==> config.mk <==
export PLATFORM = sky130hd
export DESIGN_NAME = crosspoint_program_latches
export DESIGN_NICKNAME = d
export VERILOG_FILES = /design/src/rtl/edge_sync.v /design/src/rtl/slot_decode.v /design/src/rtl/crosspoint_program_latches.v
export VERILOG_INCLUDE_DIRS = /design/src /design/src/rtl
export SDC_FILE = /design/constraint.sdc
export NUM_CORES = 1
export LEC_CHECK = 0
export CORE_UTILIZATION = 40
export CTS_BUF_LIST = sky130_fd_sc_hd__clkbuf_8
export DETAILED_ROUTE_END_ITERATION = 10
export DONT_BUFFER_PORTS = 1
export PLACE_DENSITY = 0.56
export SLEW_MARGIN = 10
export SYNTH_ARGS = -nofsm -noshare
export SYNTH_HDL_FRONTEND = slang
export SYNTH_SLANG_ARGS = --single-unit
export TNS_END_PERCENT = 5
==> constraint.sdc <==
create_clock -name clk -period 4.7 [get_ports clk]
set_input_delay 0.705 -clock clk [delete_from_list [all_inputs] [get_ports clk]]
set_output_delay 0.705 -clock clk [all_outputs]
set_load 0.01 [all_outputs]
==> src/rtl/xpt_consts.vh <==
`ifndef XPT_CONSTS_VH
`define XPT_CONSTS_VH
// slot layout: enable bit above a four-bit input selector
`define SLOT_W 5
`define SLOT_EN_BIT 4
`define SEL_W 4
`define NUM_SLOTS 9
`define NUM_INPUTS 16
`define IMAGE_W 45
// reset value of the second rank: all outputs disabled
`define RANK2_RST 45'h0
`define RANK1_RST 45'h0
`endif

==> src/rtl/edge_sync.v <==
`timescale 1ns/100ps
`default_nettype none
// two-stage synchroniser with a fall detector on the settled copy
module edge_sync (
  input wire clk,
  input wire rst_b,
  input wire pin,
  output wire level,
  output wire fall
);
  reg meta_q; // first stage, read only by sync_q
  reg sync_q; // settled level
  reg prev_q; // settled level one cycle older
  // pins idle high; reset to high so no false fall after release
  always @(posedge clk or negedge rst_b) begin
    if (!rst_b) begin
      meta_q <= 1'b1;
      sync_q <= 1'b1;
      prev_q <= 1'b1;
    end else begin
      meta_q <= pin;
      sync_q <= meta_q;
      prev_q <= sync_q;
    end
  end
  assign level = sync_q;
  assign fall = prev_q & ~sync_q;
endmodule
`default_nettype wire

==> src/rtl/slot_decode.v <==
`timescale 1ns/100ps
`default_nettype none
`include "xpt_consts.vh"
// one-hot decode of a slot: exactly one input or none
module slot_decode (
  input wire [`SLOT_W-1:0] slot,
  output wire [`NUM_INPUTS-1:0] onehot
);
  genvar i;
  generate
    for (i = 0; i < `NUM_INPUTS; i = i + 1) begin : g_in
      // disabled slot selects nothing regardless of selector bits
      // selector code of this input, sized to the selector field
      localparam [`SEL_W-1:0] IDX = i;
      assign onehot[i] = slot[`SLOT_EN_BIT] & (slot[`SEL_W-1:0] == IDX);
    end
  endgenerate
endmodule
`default_nettype wire

==> src/rtl/crosspoint_program_latches.v <==
`timescale 1ns/100ps
`default_nettype none
`include "xpt_consts.vh"
module crosspoint_program_latches (
  input wire clk,
  input wire rst_b,
  input wire write_strobe_b,
  input wire update_b,
  input wire serial_clk_b,
  input wire serial_in_pin,
  input wire serial_parallel_select,
  input wire chip_select_b,
  input wire cm_encoding_pass,
  input wire [`SLOT_W-1:0] slot_data,
  input wire [`SEL_W-1:0] slot_address,
  output reg serial_out_pin,
  output reg [`NUM_SLOTS-1:0] output_enable,
  output reg [`NUM_SLOTS*`NUM_INPUTS-1:0] input_select_onehot,
  output reg cm_pass_mode,
  output reg [`IMAGE_W-1:0] active_image
);
  // synchronised control pins
  wire we_b_s;
  wire we_fall;
  wire upd_b_s;
  wire sclk_fall;
  wire cs_b_s;
  wire sp_s;
  wire din_s;
  wire cm_s;
  wire [`SLOT_W-1:0] data_s;
  wire [`SEL_W-1:0] addr_s;
  wire serial_in_pin_s; // settled serial data, declared before the alias below
  reg [`SLOT_W-1:0] data_m_q; // first stage for data bus
  reg [`SLOT_W-1:0] data_q;
  reg [`SEL_W-1:0] addr_m_q; // first stage for address bus
  reg [`SEL_W-1:0] addr_q;
  reg [2:0] misc_m_q; // first stage: chip select, mode, serial/parallel select
  reg [2:0] misc_q;
  reg upd_m_q;
  reg upd_q;
  // first rank (shift register) and second rank
  reg [`IMAGE_W-1:0] rank1_q;
  reg [`IMAGE_W-1:0] rank1_d;
  reg [`IMAGE_W-1:0] rank2_q;
  wire [`NUM_SLOTS*`NUM_INPUTS-1:0] onehot_w;
  wire [`IMAGE_W-1:0] bcast_w;
  integer k;

  // write strobe and serial clock need edges; use the edge synchroniser
  edge_sync u_we (
    .clk(clk),
    .rst_b(rst_b),
    .pin(write_strobe_b),
    .level(we_b_s),
    .fall(we_fall)
  );
  edge_sync u_sclk (
    .clk(clk),
    .rst_b(rst_b),
    .pin(serial_clk_b),
    .level(),
    .fall(sclk_fall)
  );

  // plain two-flop synchronisers for levels; buses assumed stable at strobe
  always @(posedge clk or negedge rst_b) begin
    if (!rst_b) begin
      data_m_q <= 5'h00;
      data_q <= 5'h00;
      addr_m_q <= 4'h0;
      addr_q <= 4'h0;
      misc_m_q <= 3'h4;
      misc_q <= 3'h4;
      upd_m_q <= 1'b1;
      upd_q <= 1'b1;
    end else begin
      data_m_q <= slot_data;
      data_q <= data_m_q;
      addr_m_q <= slot_address;
      addr_q <= addr_m_q;
      misc_m_q <= {chip_select_b, cm_encoding_pass, serial_parallel_select};
      misc_q <= misc_m_q;
      upd_m_q <= update_b;
      upd_q <= upd_m_q;
    end
  end
  assign data_s = data_q;
  assign addr_s = addr_q;
  assign cs_b_s = misc_q[2];
  assign cm_s = misc_q[1];
  assign sp_s = misc_q[0];
  assign upd_b_s = upd_q;
  assign din_s = serial_in_pin_s;

  // serial input needs its own pair so it lines up with the clock fall
  reg sin_m_q;
  reg sin_q;
  always @(posedge clk or negedge rst_b) begin
    if (!rst_b) begin
      sin_m_q <= 1'b0;
      sin_q <= 1'b0;
    end else begin
      sin_m_q <= serial_in_pin;
      sin_q <= sin_m_q;
    end
  end
  assign serial_in_pin_s = sin_q;

  // broadcast image: the same slot repeated nine times
  genvar s;
  generate
    for (s = 0; s < `NUM_SLOTS; s = s + 1) begin : g_bc
      assign bcast_w[s*`SLOT_W +: `SLOT_W] = data_s;
    end
  endgenerate

  // next first-rank contents; only writes change it, never the switch array
  always @* begin
    rank1_d = rank1_q;
    if (!sp_s) begin
      if (!cs_b_s && upd_b_s) begin
        if (!we_b_s) begin
          // broadcast held while strobe low
          rank1_d = bcast_w;
        end else if (sclk_fall) begin
          // shift toward slot 8 end; msb leaves on the serial output
          rank1_d = {rank1_q[`IMAGE_W-2:0], din_s};
        end
      end
    end else if (we_fall && upd_b_s) begin
      // parallel write on strobe fall, chip select not looked at
      for (k = 0; k < `NUM_SLOTS; k = k + 1) begin
        if (addr_s == k[`SEL_W-1:0]) begin
          rank1_d[k*`SLOT_W +: `SLOT_W] = data_s;
        end
      end
    end
  end

  // first rank has no reset path from rst_b activity beyond power-up value
  always @(posedge clk) begin
    rank1_q <= rank1_d;
  end
  initial rank1_q = `RANK1_RST;

  // second rank: follows first rank while update low, chip selected and write strobe high
  always @(posedge clk or negedge rst_b) begin
    if (!rst_b) begin
      rank2_q <= `RANK2_RST;
    end else if (!upd_b_s && !cs_b_s && we_b_s) begin
      rank2_q <= rank1_q;
    end
  end

  // per-output decode of the second rank
  generate
    for (s = 0; s < `NUM_SLOTS; s = s + 1) begin : g_dec
      slot_decode u_dec (
        .slot(rank2_q[s*`SLOT_W +: `SLOT_W]),
        .onehot(onehot_w[s*`NUM_INPUTS +: `NUM_INPUTS])
      );
    end
  endgenerate

  // registered outputs; cleared with the second rank so disable is immediate
  always @(posedge clk or negedge rst_b) begin
    if (!rst_b) begin
      serial_out_pin <= 1'b0;
      output_enable <= 9'h000;
      input_select_onehot <= 144'h0;
      cm_pass_mode <= 1'b0;
      active_image <= `RANK2_RST;
    end else begin
      serial_out_pin <= rank1_q[`IMAGE_W-1];
      for (k = 0; k < `NUM_SLOTS; k = k + 1) begin
        output_enable[k] <= rank2_q[k*`SLOT_W + `SLOT_EN_BIT];
      end
      input_select_onehot <= onehot_w;
      cm_pass_mode <= cm_s;
      active_image <= rank2_q;
    end
  end
endmodule
`default_nettype wire

==> impl_metrics.json, run 1 <==
{
  "run_status": "finished with violations",
  "violations": "hold timing",
  "min_period_over_period_pct": 49.98,
  "async_flop_share_pct": 85.71,
  "worstSetupEndpointType": "flip-flop",
  "cp_data_arrival_time_ps": 2640,
  "die_w_um": 162.4,
  "area_delta_synth_final_pct": 13.40,
  "cts_root_buffer": "clkbuf_8",
  "wl_per_cell_um": 17.86,
  "die_area_um2": 26370,
  "max_freq_ghz": 0.4257,
  "antenna_found_initial": 0,
  "fin_nets": 711,
  "crit_fanout": 50,
  "port_buffers": 0,
  "slew_headroom_pct": 33.94,
  "drt_iter0_markers": 448,
  "start_util_pct": 40.86,
  "fin_util_pct": 46.33,
  "synth_fp_nets": 681,
  "required_ps": 4990,
  "cts_buffers": 50,
  "ys_seq_area_share_pct": 78.92,
  "ios": 218,
  "ys.warnings.count": 0,
  "core.rowCount": 58,
  "core_um2": 25180,
  "dpl.hpwl_mm": 12.01,
  "vias": 5174,
  "reg2reg_to": "rank1_q[32]",
  "startpoint_type": "flip-flop",
  "hold_class": "in2async",
  "r2r_slack_ps": 2350,
  "grt_max_degree": 271,
  "worst_slew_pin_slew_ps": 988.8,
  "final_area_um2": 11670,
  "p_leak_nw": 5.387,
  "vias_per_cell": 4.863,
  "fillers": 2212,
  "place_congestion": 0.7458,
  "synth_flop_cell": "dfrtp_1",
  "fin_cells": 1064,
  "rsz0062_at_grt": "false",
  "clk_latency_ps": 560,
  "crit_start": "u_we.level",
  "placed_cells": 971,
  "mostFrequentLayoutCells": "260 x dfrtp_1, 109 x nor2_1, 65 x clkbuf_8",
  "p_total_mw": 5.994,
  "clockBufferDepth": 3,
  "hold_viol_final": 260,
  "ant_nets": 0,
  "drv_cap": 0,
  "synth_area_per_cell_um2": 15.52,
  "r2r.worst_path.cells": 3,
  "path_clk_slew_ps": 60,
  "drive_above_1_share_pct": 18.53,
  "netlist_area_um2": 10290,
  "first_global_vias": 5323,
  "holdWs_ps": -150.4,
  "cts.sinks": 315,
  "powerDensity_nw_per_um2": 513.7,
  "peakVddDrop_uv": 258.5,
  "min_period_ps": 2349,
  "cts_setup_buffers": 0,
  "final-setup-viol-count": 0,
  "synth_edf_count": 45,
  "setup_tns_ps": 0,
  "layout.cells.most_common": "dfrtp_1",
  "routed_wl_mm": 19.01,
  "multi_input_area_um2": 2011,
  "die_h_um": 162.4,
  "syn_inst": 663,
  "grt-ovfl-total": 0,
  "dpl_cell_area_um2": 10560,
  "n_antenna_cell": 0,
  "regToRegStartpoint": "u_we.level",
  "cts_tree": "built",
  "ys_ff_latch": 315,
  "dr.pass1.iters": 4,
  "path_class": "reg2reg",
  "clock_skew_ps": 25.31,
  "grt_pass1_wl_mm": 29.73,
  "worstSetupEndpoint": "rank1_q[32]",
  "seqCellArea_um2": 8120,
  "drt_drc_violations_left": 0,
  "synthDistinctLibCells": 26,
  "drv_slew": 0,
  "htreeDepth": 2,
  "grt.total_usage_pct": 14.50
}
## power by group
group	internal, mW	switching (mW)
Sequential	2.99	0.266
Combinational	0.126	0.151
Clock	1.45	1.01
Total	4.57	1.42
## registers in the layout (all words and copies together) (netlist names), 3 cells and up
register	count
rank2_q	45
data_q	5
addr_q	4
output_enable	8
rank1_q	45
input_select_onehot	144
misc_m_q	3
misc_q	3
addr_m_q	4
data_m_q	5
active_image	37
## area by class of cell
type	instances	share of cell area, %
clock inverter	28	1.834
timing repair buffer	1	0.06434
clock buffer	65	7.668
sequential	315	69.60
tap	330	3.539
inverter	2	0.06434
multi-input combinational	323	17.23
## worst min path at each step
stage	cells after the start	end	slack, ps
3_5_place_dp	0	data_q[0]	340
6_report	0	misc_q[1]	-150
5_1_grt	0	misc_q[1]	-200
4_1_cts	0	misc_q[1]	-210
2_1_floorplan	0	addr_q[0]	330
3_3_place_gp	0	data_q[0]	340
## routing by layer
| layer | GRT usage, % | vias to the layer above | wire length [µm] |
|---|---|---|---|
| met2 | 22.94 | 188 | 9261 |
| met3 | 4.278 | 30 | 1342 |
| met5 | 0 | - | 0 |
| met1 | 18.93 | 2638 | 8032 |
| li1 | - | 2318 | - |
| met4 | 5.317 | 0 | 371 |
## what timing repair did
| item | 4_1_cts | 5_1_grt |
|---|---|---|
| resized for setup | 0 | 0 |
| endpoints found under the hold margin | 260 | 260 |
| setup endpoints to repair | 0 | 0 |
## cell families after synthesis
family | Yosys count | synth area share [%]
AO/OA/AOI/OAI | 55 | 3.843
buffers and inverters | 25 | 1.605
AND/OR/NAND/NOR | 223 | 10.70
flip-flops | 315 | 78.92
multiplexers | 45 | 4.925
## through the flow
stage | hold slack, ps | setup slack (ps)
global placement | 337.4 | 2427
CTS | -206.3 | 2342
floorplan | 331.2 | 2826
global route | -202.4 | 2120
finish | -150.4 | 2351
detailed placement | 335.5 | 2339
## worst max-delay path: stages, from the launching register on
cell and delay, ps:
dfstp_2 550, nor2b_4 810, nor2b_1 450, a21o_1 280
## cells in the mapped netlist, types with 7 or more instances
| library cell | number | area [µm²] |
|---|---|---|
| a21o_1 | 45 | 337.8 |
| buf_4 | 9 | 67.56 |
| dfrtp_1 | 260 | 6506 |
| dfstp_2 | 10 | 262.8 |
| edfxtp_1 | 45 | 1351 |
| mux2_2 | 42 | 473.0 |
| nand2_1 | 10 | 37.54 |
| nand2b_1 | 20 | 125.1 |
| nand3_1 | 9 | 45.04 |
| nand3b_1 | 19 | 142.6 |
| nor2_1 | 109 | 409.1 |
| nor2b_1 | 7 | 43.79 |
| nor3_1 | 36 | 180.2 |
| o21ai_0 | 7 | 35.03 |
| or3b_2 | 9 | 78.83 |
No activity file was read; power rests on OpenSTA's default activity.
==> run 2: changes to the inputs <==
- clock period: 4.7 -> 2.17 ns (I/O delays scaled with it)
==> run 2 against run 1 <==
  * The run still ends with hold timing left
  * Sequential power grew 120%
  * Critical endpoint is now rank1_q[2]
  * Power up 110%
  * Via count up 2.6%
  * Register-to-register slack lost 2000 ps
  * Hold slack got worse by 360 ps
  * Sequential share of layout area decreased by 1.0 points
  * Combinational power is 130% higher
==> impl_metrics.json, run 2 (synthesis results as in run 1) <==
{
  "place_congestion": 0.7384,
  "path_clk_slew_ps": 60,
  "gr-max-usage-layer": "met2",
  "slew_headroom_pct": 30.75,
  "path_class": "reg2reg",
  "largest_register": "input_select_onehot",
  "drive_above_1_share_pct": 19.95,
  "grt-ovfl-total": 0,
  "drv_slew": 0,
  "swShare_pct": 24.06,
  "ios": 218,
  "internal_power_mw": 9.605,
  "hold_class": "in2async",
  "min_period_over_period_pct": 84.11,
  "power_frac_comb_pct": 5.1,
  "setup_slack_ps": 344.8,
  "core.rowCount": 58,
  "min_period_ps": 1825,
  "die_area_um2": 26370,
  "hold_viol_final": 260,
  "grt_use_met2_pct": 24.46,
  "p_leak_nw": 5.452,
  "met3_usage_pct": 4.202,
  "pre_cts_ws_ps": 360.5,
  "mostFrequentLayoutCells": "260 x dfrtp_1, 109 x nor2_1, 66 x clkbuf_8",
  "cts_buffers": 50,
  "ctsHoldBuffers": 16,
  "required_ps": 2420,
  "routed_wl_mm": 19.28,
  "core_um2": 25180,
  "holdWs_ps": -512.2,
  "n_antenna_cell": 0,
  "vias_per_cell": 4.882,
  "drt_iter0_markers": 389,
  "die_w_um": 162.4,
  "start_util_pct": 40.86,
  "crit_fanout": 5,
  "htreeDepth": 2,
  "dpl.hpwl_mm": 12.28,
  "setup_tns_ps": 0,
  "layout.cells.most_common": "dfrtp_1",
  "die_h_um": 162.4,
  "clockPowerShare_pct": 39.2,
  "drt_drc_violations_left": 0,
  "startpoint_type": "flip-flop",
  "run_status": "finished with violations",
  "use_met1_pct": 18.78,
  "antenna_found_initial": 0,
  "p_seq_share_pct": 55.8,
  "peakVddDrop_uv": 416.0,
  "powerDensity_nw_per_um2": 1068,
  "fin_nets": 739,
  "reg_top3": "input_select_onehot (144), rank1_q (45), rank2_q (45)",
  "rsz0062_at_grt": "false",
  "ant_nets": 0,
  "first_global_vias": 5709,
  "cts_tree": "built",
  "clk_latency_ps": 550,
  "area_delta_synth_final_pct": 15.09,
  "port_buffers": 0,
  "cp_data_arrival_time_ps": 2080,
  "p_sw_mw": 3.043,
  "worstSetupEndpointType": "flip-flop",
  "violations": "hold timing",
  "max_freq_ghz": 0.5479,
  "dr.pass1.iters": 4,
  "wl_per_cell_um": 17.74,
  "fillers": 2174,
  "cts_root_buffer": "clkbuf_8",
  "grt_pass1_wl_mm": 30.93,
  "grt.total_usage_pct": 14.94,
  "worst_slew_pin_slew_ps": 1037,
  "vias": 5307,
  "grt_max_degree": 271,
  "drv_cap": 0,
  "cts.sinks": 315,
  "largest_register_ffs": 144,
  "clock_skew_ps": 18.50,
  "final-setup-viol-count": 0,
  "clockBufferDepth": 3
}
==> run 2: worst max-delay path: stages (launching register included) <==
cell,delay [ps]
dfstp_2,560
nand4b_1,130
or3_1,380
o31ai_1,260
buf_4,200
==> run 2: metal layers <==
metal	up-vias	wire length (µm)
met5	-	0
met1	2716	8075
li1	2376	-
met2	179	9500
met3	36	1239
met4	0	464
==> run 2: worst paths after layout <==
kind | start | end | slack (ps) | depth (start not counted)
hold / removal | rst_b | input_select_onehot[63] | -510 | 0
max in group asynchronous | rst_b | rank2_q[18] | 1870 | 0
min in group clk | write_strobe_b | u_we.meta_q | 330 | 1
hold reg to reg | data_m_q[1] | data_q[1] | 340 | 0
setup reg to reg | upd_b_s | rank1_q[2] | 340 | 4
setup / recovery | upd_b_s | rank1_q[2] | 340 | 4
==> run 2: cell type report <==
cell class | instances | area (µm²) | share of cell area, %
flip-flops and latches | 315 | 8120 | 68.58
well taps | 330 | 412.9 | 3.487
clock inverters | 22 | 123.9 | 1.046
clock buffers | 66 | 908.4 | 7.671
inverters | 2 | 7.507 | 0.06340
multi-input cells | 323 | 2011 | 16.98
repair buffers | 29 | 257.7 | 2.177
==> run 2: repair_timing <==
item | CTS | global route
endpoints found under the hold margin | 286 | 270
resized for setup | 0 | 0
buffers inserted | 0 | 0
==> run 2: stage by stage <==
step           utilization [%]  area [µm²]  instances  total power, mW  hold WS, ps
2_1_floorplan                -       10290        663            7.537        29.91
3_3_place_gp             42.29       10650        983            7.756        36.87
3_5_place_dp             42.29       10650        983            7.796        36.91
4_1_cts                  47.02       11840       1087            12.87       -565.4
5_1_grt                  47.02       11840       1087            13.28       -578.3
6_report                 47.02       11840       1087            12.65       -512.2
==> run 2: power groups by stage <==
stage / registers [mW] / logic (mW) / clock network [mW]
after global placement: 7.15 / 0.602 / 0
after detailed placement: 7.17 / 0.623 / 0
after CTS: 7.07 / 0.649 / 5.15
after global routing: 7.12 / 0.719 / 5.44
after floorplan: 6.99 / 0.551 / 0
final: 7.05 / 0.639 / 4.96
